[src/pkg/frg_pkg.sv]
// Package for the flash ready and reset guard host controller.
// Assumes a 250 MHz mclk and an APB slave port for software.
package frg_pkg;
  // APB register offsets
  localparam logic [11:0] CTRL_OFF = 12'h000;
  localparam logic [11:0] CMD_OFF = 12'h004;
  localparam logic [11:0] STAT_OFF = 12'h008;
  localparam logic [11:0] ISTAT_OFF = 12'h00c;
  localparam logic [11:0] IMASK_OFF = 12'h010;
  localparam logic [11:0] RDATA_OFF = 12'h014;
  // Control register fields
  localparam int CTRL_RESET_BIT = 0;
  localparam int CTRL_ALTER_BIT = 1;
  localparam int CTRL_MODE_LSB = 4;
  // Command codes
  localparam logic [7:0] CMD_READ_ARRAY = 8'hff;
  // Command kinds
  localparam logic [1:0] KIND_SINGLE = 2'h0;
  localparam logic [1:0] KIND_ALTER = 2'h1;
  localparam logic [1:0] KIND_READ = 2'h2;
  // Interrupt bits
  localparam int IRQ_DONE_BIT = 0;
  localparam int IRQ_ABORT_BIT = 1;
  localparam int IRQ_REFUSED_BIT = 2;
  localparam logic [2:0] IRQ_RESET = 3'h0;
  localparam logic [2:0] CTRL_RESET = 3'h0;
  // Timing
  localparam int CLK_MHZ = 250;
  localparam int STROBE_NS = 100;
  localparam int STROBE_CYC = (STROBE_NS * CLK_MHZ + 999) / 1000;
  localparam int RESET_NS = 25000;
  localparam int RESET_CYC = (RESET_NS * CLK_MHZ + 999) / 1000;
  localparam logic [15:0] CNT_ZERO = 16'h0000;

  typedef struct packed {
    logic chip_select_0;
    logic chip_select_1;
    logic chip_select_2;
    logic oe_n;
    logic we_n;
    logic reset_powerdown_n;
  } frg_ctl_t;
endpackage : frg_pkg

[src/rtl/frg_sync.sv]
// Two-flop synchroniser for pins from the flash.
// Assumes inputs are asynchronous to mclk.
`timescale 1ns/1ps
`default_nettype none
module frg_sync (
  input wire logic mclk,
  input wire logic arst_n,
  input wire logic din,
  output logic dout
);
  logic meta_reg;
  always_ff @(posedge mclk or negedge arst_n) begin
    if (!arst_n) begin
      meta_reg <= 1'b1;
      dout <= 1'b1;
    end else begin
      meta_reg <= din;
      dout <= meta_reg;
    end
  end
endmodule : frg_sync
`default_nettype wire

[src/rtl/frg_host.sv]
// Host controller driving a parallel NOR flash command interface.
// Assumes an external pull-up on the completion indicator and on the
// shared data bus; APB slave for software control.
//
// The address map and the APB slave port are this design's own decisions.
`timescale 1ns/1ps
`default_nettype none
module frg_host (
  input wire logic mclk,
  input wire logic arst_n,
  input wire logic psel,
  input wire logic penable,
  input wire logic pwrite,
  input wire logic [11:0] paddr,
  input wire logic [31:0] pwdata,
  output logic [31:0] prdata,
  output logic pready,
  output logic pslverr,
  output logic irq,
  input wire logic power_ok_signal,
  input wire logic completion_indicator,
  output frg_pkg::frg_ctl_t flash_ctl,
  output logic [23:0] flash_addr,
  input wire logic [7:0] flash_data_in,
  output logic [7:0] flash_data_out,
  output logic flash_data_oe
);
  typedef enum logic [2:0] {
    ST_IDLE, ST_SETUP, ST_STROBE, ST_GAP, ST_READ, ST_BUSY, ST_RESET
  } frg_state_t;

  frg_state_t state_reg;
  logic [2:0] ctrl_reg;
  logic [7:0] cmd_code_reg;
  logic [7:0] cmd_data_reg;
  logic [23:0] cmd_addr_reg;
  logic [1:0] cmd_kind_reg;
  logic phase_reg;
  logic [15:0] cnt_reg;
  logic [2:0] istat_reg;
  logic [2:0] imask_reg;
  logic [7:0] rdata_reg;
  logic need_read_array_reg;
  logic ind_sync;
  logic pwr_sync;
  logic busy_seen_reg;
  logic apb_wr;
  logic go;
  logic [2:0] ev;
  logic reset_req;

  // Indicator synchronised; device drives it regardless of selects
  frg_sync u_ind (
    .mclk(mclk),
    .arst_n(arst_n),
    .din(completion_indicator),
    .dout(ind_sync)
  );
  frg_sync u_pwr (
    .mclk(mclk),
    .arst_n(arst_n),
    .din(power_ok_signal),
    .dout(pwr_sync)
  );

  function automatic logic hit(input logic [11:0] a, input logic [11:0] o);
    return a == o;
  endfunction : hit

  assign apb_wr = psel && penable && pwrite;
  assign pready = 1'b1;
  assign pslverr = 1'b0;
  assign go = apb_wr && hit(paddr, frg_pkg::CMD_OFF) && state_reg == ST_IDLE;
  // Reset follows power-ok or the software reset bit
  assign reset_req = !pwr_sync || ctrl_reg[frg_pkg::CTRL_RESET_BIT];

  always_comb begin
    prdata = 32'h0000_0000;
    if (hit(paddr, frg_pkg::CTRL_OFF)) prdata[2:0] = ctrl_reg;
    else if (hit(paddr, frg_pkg::STAT_OFF)) begin
      prdata[0] = state_reg != ST_IDLE;
      prdata[1] = !ind_sync;
      prdata[2] = need_read_array_reg;
      prdata[3] = state_reg == ST_RESET;
    end else if (hit(paddr, frg_pkg::ISTAT_OFF)) prdata[2:0] = istat_reg;
    else if (hit(paddr, frg_pkg::IMASK_OFF)) prdata[2:0] = imask_reg;
    else if (hit(paddr, frg_pkg::RDATA_OFF)) prdata[7:0] = rdata_reg;
    else if (hit(paddr, frg_pkg::CMD_OFF)) begin
      prdata[7:0] = cmd_code_reg;
      prdata[15:8] = cmd_data_reg;
    end
  end

  always_ff @(posedge mclk or negedge arst_n) begin
    if (!arst_n) ctrl_reg <= frg_pkg::CTRL_RESET;
    else if (apb_wr && hit(paddr, frg_pkg::CTRL_OFF)) ctrl_reg <= pwdata[2:0];
  end

  always_ff @(posedge mclk or negedge arst_n) begin
    if (!arst_n) imask_reg <= frg_pkg::IRQ_RESET;
    else if (apb_wr && hit(paddr, frg_pkg::IMASK_OFF))
      imask_reg <= pwdata[2:0];
  end

  // Command register: code [7:0], data [15:8], kind [17:16]; addr in [31:18]
  always_ff @(posedge mclk or negedge arst_n) begin
    if (!arst_n) begin
      cmd_code_reg <= frg_pkg::CMD_READ_ARRAY;
      cmd_data_reg <= 8'h00;
      cmd_addr_reg <= 24'h000000;
      cmd_kind_reg <= frg_pkg::KIND_SINGLE;
    end else if (go) begin
      cmd_code_reg <= pwdata[7:0];
      cmd_data_reg <= pwdata[15:8];
      cmd_kind_reg <= pwdata[17:16];
      cmd_addr_reg <= {10'h000, pwdata[31:18]};
    end
  end

  localparam logic [15:0] CNT_ONE = 16'h0001;

  // Sequencer: one strobe per write, alters use setup then confirm
  always_ff @(posedge mclk or negedge arst_n) begin
    if (!arst_n) begin
      state_reg <= ST_IDLE;
      phase_reg <= 1'b0;
      cnt_reg <= frg_pkg::CNT_ZERO;
      busy_seen_reg <= 1'b0;
      rdata_reg <= 8'h00;
    end else if (reset_req && state_reg != ST_RESET) begin
      state_reg <= ST_RESET;
      cnt_reg <= 16'(frg_pkg::RESET_CYC);
    end else begin
      case (state_reg)
        ST_IDLE: begin
          phase_reg <= 1'b0;
          if (go) state_reg <= ST_SETUP;
        end
        ST_SETUP: begin
          // Alteration refused while program-enable is off
          // Kind comes from the latched command; the bus has moved on
          if (cmd_kind_reg == frg_pkg::KIND_ALTER &&
              !ctrl_reg[frg_pkg::CTRL_ALTER_BIT]) state_reg <= ST_IDLE;
          else begin
            state_reg <= ST_STROBE;
            cnt_reg <= 16'(frg_pkg::STROBE_CYC);
          end
        end
        ST_STROBE: begin
          if (cnt_reg != CNT_ONE) cnt_reg <= cnt_reg - 16'h0001;
          else begin
            state_reg <= ST_GAP;
            cnt_reg <= 16'(frg_pkg::STROBE_CYC);
          end
        end
        ST_GAP: begin
          if (cnt_reg != CNT_ONE) cnt_reg <= cnt_reg - 16'h0001;
          else if (cmd_kind_reg == frg_pkg::KIND_ALTER && !phase_reg) begin
            phase_reg <= 1'b1;
            state_reg <= ST_STROBE;
            cnt_reg <= 16'(frg_pkg::STROBE_CYC);
          end else if (cmd_kind_reg == frg_pkg::KIND_ALTER) begin
            state_reg <= ST_BUSY;
            busy_seen_reg <= 1'b0;
          end else if (cmd_kind_reg == frg_pkg::KIND_READ) begin
            state_reg <= ST_READ;
            cnt_reg <= 16'(frg_pkg::STROBE_CYC);
          end else state_reg <= ST_IDLE;
        end
        ST_READ: begin
          if (cnt_reg != CNT_ONE) cnt_reg <= cnt_reg - 16'h0001;
          else begin
            rdata_reg <= flash_data_in;
            state_reg <= ST_IDLE;
          end
        end
        ST_BUSY: begin
          // Wait for the indicator to go low, then released
          if (!ind_sync) busy_seen_reg <= 1'b1;
          else if (busy_seen_reg) state_reg <= ST_IDLE;
        end
        ST_RESET: begin
          if (cnt_reg != frg_pkg::CNT_ZERO) cnt_reg <= cnt_reg - 16'h0001;
          // Indicator is not trusted here; the device floats it in reset
          else if (!reset_req) state_reg <= ST_IDLE;
        end
        default: state_reg <= ST_IDLE;
      endcase
    end
  end

  // After an alter the array needs a read-array command first
  always_ff @(posedge mclk or negedge arst_n) begin
    if (!arst_n) need_read_array_reg <= 1'b0;
    else if (state_reg == ST_BUSY) need_read_array_reg <= 1'b1;
    else if (state_reg == ST_RESET) need_read_array_reg <= 1'b0;
    else if (go && pwdata[7:0] == frg_pkg::CMD_READ_ARRAY)
      need_read_array_reg <= 1'b0;
  end

  // Events: done, abort of a running alter, refused alter
  always_comb begin
    ev = 3'h0;
    ev[frg_pkg::IRQ_DONE_BIT] = state_reg == ST_BUSY && ind_sync &&
      busy_seen_reg;
    ev[frg_pkg::IRQ_ABORT_BIT] = state_reg == ST_BUSY && reset_req;
    ev[frg_pkg::IRQ_REFUSED_BIT] = state_reg == ST_SETUP && !reset_req &&
      cmd_kind_reg == frg_pkg::KIND_ALTER &&
      !ctrl_reg[frg_pkg::CTRL_ALTER_BIT];
  end

  always_ff @(posedge mclk or negedge arst_n) begin
    if (!arst_n) istat_reg <= frg_pkg::IRQ_RESET;
    else if (apb_wr && hit(paddr, frg_pkg::ISTAT_OFF))
      istat_reg <= (istat_reg & ~pwdata[2:0]) | ev;
    else istat_reg <= istat_reg | ev;
  end

  always_ff @(posedge mclk or negedge arst_n) begin
    if (!arst_n) irq <= 1'b0;
    else irq <= |(istat_reg & imask_reg);
  end

  // Pin drive: selects only during a strobe or read, strobe only on writes
  always_ff @(posedge mclk or negedge arst_n) begin
    if (!arst_n) begin
      flash_ctl <= '{1'b0, 1'b0, 1'b0, 1'b1, 1'b1, 1'b0};
      flash_addr <= 24'h000000;
      flash_data_out <= 8'h00;
      flash_data_oe <= 1'b0;
    end else begin
      flash_ctl.reset_powerdown_n <= state_reg != ST_RESET &&
        !reset_req;
      flash_ctl.chip_select_0 <= (state_reg == ST_STROBE ||
        state_reg == ST_READ) && !reset_req;
      flash_ctl.chip_select_1 <= 1'b0;
      flash_ctl.chip_select_2 <= 1'b0;
      flash_ctl.we_n <= !(state_reg == ST_STROBE && !reset_req);
      flash_ctl.oe_n <= !(state_reg == ST_READ && !reset_req);
      flash_addr <= cmd_addr_reg;
      flash_data_out <= (cmd_kind_reg == frg_pkg::KIND_ALTER && phase_reg) ?
        cmd_data_reg : cmd_code_reg;
      flash_data_oe <= (state_reg == ST_STROBE || state_reg == ST_GAP) &&
        !reset_req;
    end
  end
endmodule : frg_host
`default_nettype wire

[config.mk]
export PLATFORM = sky130hd
export DESIGN_NAME = frg_host
export DESIGN_NICKNAME = d
export VERILOG_FILES = /design/src/pkg/frg_pkg.sv /design/src/rtl/frg_sync.sv /design/src/rtl/frg_host.sv
export SDC_FILE = /design/constraint.sdc
export NUM_CORES = 1
export LEC_CHECK = 0
export BUFFER_PORTS_ARGS = -buffer_cell sky130_fd_sc_hd__buf_2
export CORE_MARGIN = 10
export CORE_UTILIZATION = 57
export CTS_CLUSTER_SIZE = 14
export DETAILED_ROUTE_END_ITERATION = 7
export GPL_TIMING_DRIVEN = 1
export HOLD_SLACK_MARGIN = 0.08
export PLACE_DENSITY = 0.91
export SYNTH_ARGS = -nofsm -noshare
export SYNTH_HDL_FRONTEND = slang
export SYNTH_HIERARCHICAL = 1
export SYNTH_SLANG_ARGS = --single-unit
[constraint.sdc]
create_clock -name mclk -period 3.03 [get_ports mclk]
set_input_delay 0.303 -clock mclk [delete_from_list [all_inputs] [get_ports mclk]]
set_output_delay 0.303 -clock mclk [all_outputs]
set_load 0.005 [all_outputs]
After elaboration in Yosys (flattened, before gate mapping)
Index checks and enable logic that the tools add are counted.
{"block": "word_totals", "wordCells": 167, "in_bits": 59, "out_inout_bits": 74, "mem_count": 0, "latch_bits": 0, "regBits": 103, "ramBits": 0, "mem_bits_ro": 0}
{"block": "op_classes", "muxes": 53, "mul": 0, "n_shift": 0, "reduce_logical": 47, "eq_ne": 34, "div_mod_pow": 0, "add_sub_neg": 1, "order_cmp": 0, "n_bitwise": 7}
{"op": "$mux 16", "count": 15}
{"op": "$pmux 16 s5", "count": 1}
{"op": "$mux 3", "count": 16}
{"op": "$mux 13", "count": 3}
{"op": "$ne 3x3->1 const B", "count": 10}
{"op": "$eq 12x4->1 const B", "count": 2}
{"op": "$eq 12x5->1 const B", "count": 2}
{"op": "$mux 8", "count": 3}
{"op": "$logic_and 1x1->1", "count": 23}
{"op": "$pmux 3 s7", "count": 1}
{"op": "$ne 16x1->1 const B", "count": 1}
{"op": "$reduce_bool 16->1", "count": 1}
{"op": "$sub 16x1->16 const B", "count": 1}
{"op": "$eq 12x3->1 const B", "count": 1}
{"op": "$logic_not 12->1", "count": 1}
{"op": "$mux 12", "count": 1}
{"op": "$reduce_and 6->1", "count": 2}
{"op": "$ne 2x2->1 const B", "count": 5}
{"op": "$ne 5x5->1 const B", "count": 2}
{"op": "$eq 3x3->1 const B", "count": 3}
{"op": "$mux 1", "count": 9}
{"op": "$eq 8x8->1 const B", "count": 1}
{"op": "$reduce_and 8->1", "count": 1}
{"op": "$logic_not 1->1", "count": 7}
{"op": "other kinds (20)", "count": 30}

Logic depth before layout (Yosys ltp)
{"block": "depth", "word_depth": 12, "mapped_depth": 9, "ltp_nobuf": 8}

Modules after synthesis
The synthesis kept the hierarchy.
{"mod": "frg_host", "n_inst": 1, "seq_area_each_um2": 2489.9, "area_each_um2": 4813.4, "cells_each": 427}
{"mod": "frg_sync", "n_inst": 2, "seq_area_each_um2": 52.6, "area_each_um2": 52.6, "cells_each": 2}

Least setup slack after synthesis
No wires, ideal clock.
{"block": "synth_timing", "kind": "register -> register", "startpoint": "register cnt_reg[1]", "endpoint": "register cnt_reg[14]", "n_path_buf": 1, "setup_slack_ns": 0.972, "arrival_time_ns": 1.980, "path_stages_with_launch": 10, "period_less_slack_ns": 2.058, "setup_time_ns": 0.078, "required_ns": 2.952, "path_cell_list": "dfrtp_1 > inv_1 > ha_1 > nor3b_1 > nand4_2 > o21a_2 > o221ai_4 > buf_8 > o31ai_1 > a21oi_1"}
{"block": "synth_between", "elab_chain_len": 4, "word_cells_on_any_way": 14, "classes_between": "add/sub (1); eq/ne (5); mux (6); reduce/logical (2)"}
{"item": "start, declared", "line_no": "frg_host.sv:39", "source": "logic [15:0] cnt_reg;"}
{"item": "start signal, assigned", "line_no": "frg_host.sv:127", "source": "cnt_reg <= frg_pkg::CNT_ZERO;"}
{"item": "start signal, assigned", "line_no": "frg_host.sv:132", "source": "cnt_reg <= 16'(frg_pkg::RESET_CYC);"}
{"item": "start signal, assigned", "line_no": "frg_host.sv:146", "source": "cnt_reg <= 16'(frg_pkg::STROBE_CYC);"}
{"item": "$sub 16x1->16 / $ne 16x1->1 (equally long branches)"}
{"item": "$mux 16 (on tied branches)"}
{"item": "$pmux 16 s5", "line_no": "frg_host.sv:134", "source": "case (state_reg)"}
{"item": "$mux 16", "line_no": "frg_host.sv:130", "source": "end else if (reset_req && state_reg != ST_RESET) begin"}
Several ways; a longest one is shown, not always the timed one. The select of a mux whose other input is x is not followed.
A chain may end at the register's enable or synchronous reset.

Final worst setup path
{"block": "layout_timing", "startpoint": "register cnt_reg[1]", "endpoint": "register cnt_reg[9]"}
Same word-level chain as after synthesis.

==> run_results.csv <==
group,metric,value,unit
outcome,status,"finished, final reports clean",
routing,wl_per_cell,18.57,um
synthesis,synthTopCellsByCount,"dfrtp_1, mux2_2, buf_4",
cells_and_area,largest_reg_flops,16,
critical_path,cp-start-kind,"register",
sta,min_period,2.695,ns
sta,grt_setup_unrepaired,"no",
cells_and_area,fin_nets,595,
sta,slew_violations,0,
critical_path,end_kind,"register",
place,gp_congestion,0.8889,
flow_run,drv_cap,0,
floorplanning,core,8299,sq um
routing,wl,11940,um
floorplanning,start_util,59.26,%
critical_path,max_stage_delay,0.56,ns
synthesis,yosysTopAreaCell,"dfrtp_1",
synthesis,ys_seq_area_share,52.76,%
synthesis,synth.most_common_cell,"dfrtp_1",
floorplanning,die_area,12740,sq um
synthesis,yosysWarnings,6,
clocking,clkLatencyLatePin,0.37,ns
cells_and_area,insertedDiodeCount,0,
clocking,cts_tree,"yes",
sta,max_freq,0.3711,GHz
routing,first_pass_iters,5,
cells_and_area,final_util,67.71,%
clocking,cts_root_buffer,"clkbuf_8",
place,hpwl,8840,um
sta,relSlewSlack,51.23,%
clocking,cts_buffers,9,
power_and_ir_drop,max-vdd-ir-drop,0.0004510,V
critical_path,crit_chain,"inv_1, ha_1, nor3b_1, nand4_2, o21a_2, o221ai_4, or3_2, a21oi_1",
grt,grt_antenna_before_repair,0,
synthesis,synthFlopType,"dfrtp_1",
clocking,cts.repair.resized,0,
floorplanning,die_h,112.9,um
critical_path,critPathBufInv,1,
clocking,cts.reportedPaths.clkPinSlew,0.11,ns
power_and_ir_drop,share_comb_of_total_power,4.8,%
grt,grtUsageMet3,8.294,%
critical_path,arrival,2.92,ns
power_and_ir_drop,sw_frac_of_total,25.14,%
routing,num_vias,3658,
sta,period_share,88.93,%
synthesis,synth_area_leaders,"dfrtp_1, mux2_2, dfstp_2, buf_4, nor2_1",
grt,grt_usage,18.58,%
synthesis,syn_inst,431,
synthesis,synth-async-reset-ratio,100.0,%
critical_path,crit_family,"compound AO/OA/AOI/OAI gates",
critical_path,critPathSlowestCell,"o221ai_4",
synthesis,syn_area_per_cell,11.41,sq um
worst_hold_path,worstHoldPathType,"input port to register",
power_and_ir_drop,p_int,1739,uW
power_and_ir_drop,leakage,0.002791,uW
critical_path,crit_type,"register to register",
routing,vias_per_cell,5.689,
grt,use_met2,30.88,%
cells_and_area,syn_to_final_growth,14.25,%
sta,setup_tns,0,ns
power_and_ir_drop,seqPwrFrac,59.5,%
critical_path,crit_fanout,28,
routing,drt_iter0_markers,440,
floorplanning,fp.dieW,112.9,um
sta,setup-violations-final,0,
place,numPortBuffers,102,
sta,finalHoldViolCount,0,
grt,first_global_vias,3895,
synthesis,synth_top_cell_area_share,45.28,%
power_and_ir_drop,netSwitchingPower,584.0,uW
grt,grt_max_degree,58,
grt,grt_pass1_wl,19300,um
floorplanning,io_pins,133,
sta,worstMarginPinSlew,0.7315,ns
grt,met1_usage,19.58,%
power_and_ir_drop,clock_power_share,35.7,%
clocking,cts_max_level,3,
grt,gr-max-usage-layer,"met2",
cells_and_area,drive_gt1_share,39.22,%
routing,route.detailed.drc,0,
routing,ant_nets,0,
clocking,cts.sinks,103,
synthesis,netlist_area,4918,sq um
power_and_ir_drop,powerDensity,413.4,nW/um^2
synthesis,synth_edf_count,0,
sta,fin_worst_skew,0.01286,ns
clocking,clk_path_buf_depth,2,
synthesis,synthDistinctLibCells,58,
floorplanning,rows,33,
grt,grt_overflow,0,
synthesis,ys_ff_latch,103,
critical_path,worstPathRequired,3.25,ns
[layout by cell type (no fill, tap or decap), drive strengths merged, types with 2 or more instances in the layout]
cell / instances
nand4: 6
nand2b: 6
nor2b: 5
o21ai: 23
o22a: 3
nor4b: 2
nand3b: 3
nand2: 25
ha: 3
buf: 106
inv: 9
nand3: 11
or3: 11
a22oi: 4
o31ai: 2
clkinv: 3
or4: 3
o211ai: 2
and2: 10
nor3: 12
a211o: 3
conb: 30
nor2: 27
mux2i: 6
nor3b: 2
mux2: 58
nor4: 6
o21a: 2
a21oi: 18
dlygate4sd3: 3
dfstp: 14
a31oi: 7
dfrtp: 89
clkbuf: 9
a211oi: 2
[through the flow]
step           instances  setup WS, ns  hold slack [ns]  power [uW]  area, sq um
6_report             643        0.3355           0.1547        2323         5619
5_1_grt              643        0.1499           0.1325        2422         5619
4_1_cts              643        0.3549           0.1383        2347         5619
3_5_place_dp         624        0.4032           0.3495        1515         5400
3_3_place_gp         624        0.6313           0.3455        1510         5400
2_1_floorplan        459        0.9720         0.007409        1466         5024
[layer usage]
metal / routed length (um) / up-vias
met3: 1133 / 34
met5: 0 / -
met2: 6118 / 167
met4: 376 / 0
li1: - / 1683
met1: 4311 / 1774
[final cells by class]
class | instances | area, sq um
fill | 607 | 2680
sequential | 103 | 2595
multi-input combinational | 304 | 2096
timing repair buffer | 109 | 585.6
tap | 105 | 131.4
clock buffer | 9 | 123.9
clock inverter | 7 | 65.06
inverter | 6 | 22.52
[logic make-up after synthesis]
logic type / Yosys count / share of synthesized area, %
multiplexers: 64 / 14.50
buffers and inverters: 52 / 6.767
AO/OA/AOI/OAI: 76 / 10.20
other: 2 / 0.1527
adder cells (fa/ha/maj): 3 / 0.7632
AND/OR/NAND/NOR: 131 / 14.86
flip-flops: 103 / 52.76
[path summary, 6_finish.rpt]
kind / start / endpoint / slack (ns) / cells past startpoint
max: cnt_reg[1]$_DFFE_PN0P_ / cnt_reg[9]$_DFFE_PN0P_ / 0.34 / 8
min: pwdata[9] / cmd_data_reg[1]$_DFFE_PN0P_ / 0.15 / 2
max reg2reg: cnt_reg[1]$_DFFE_PN0P_ / cnt_reg[9]$_DFFE_PN0P_ / 0.34 / 8
min reg2reg: u_pwr/meta_reg$_DFF_PN1_ / u_pwr/dout$_DFF_PN1_ / 0.37 / 0
max in group asynchronous: arst_n / u_pwr/meta_reg$_DFF_PN1_ / 1.74 / 3
min in group asynchronous: arst_n / flash_data_out[7]$_DFF_PN0_ / 0.54 / 2
[power by group through the flow]
stage / Clock [uW] / Sequential, uW / Combinational (uW)
6_report: 830 / 1380 / 112
5_1_grt: 913 / 1380 / 127
4_1_cts: 854 / 1380 / 111
3_5_place_dp: 0 / 1410 / 107
3_3_place_gp: 0 / 1410 / 103
2_1_floorplan: 0 / 1410 / 59.4
[what timing repair did]
action / CTS / global route
hold buffers: 3 / 0
hold endpoints to repair: 55 / 0
buffers inserted: 0 / 0
Power figures use the tool's default switching activity.
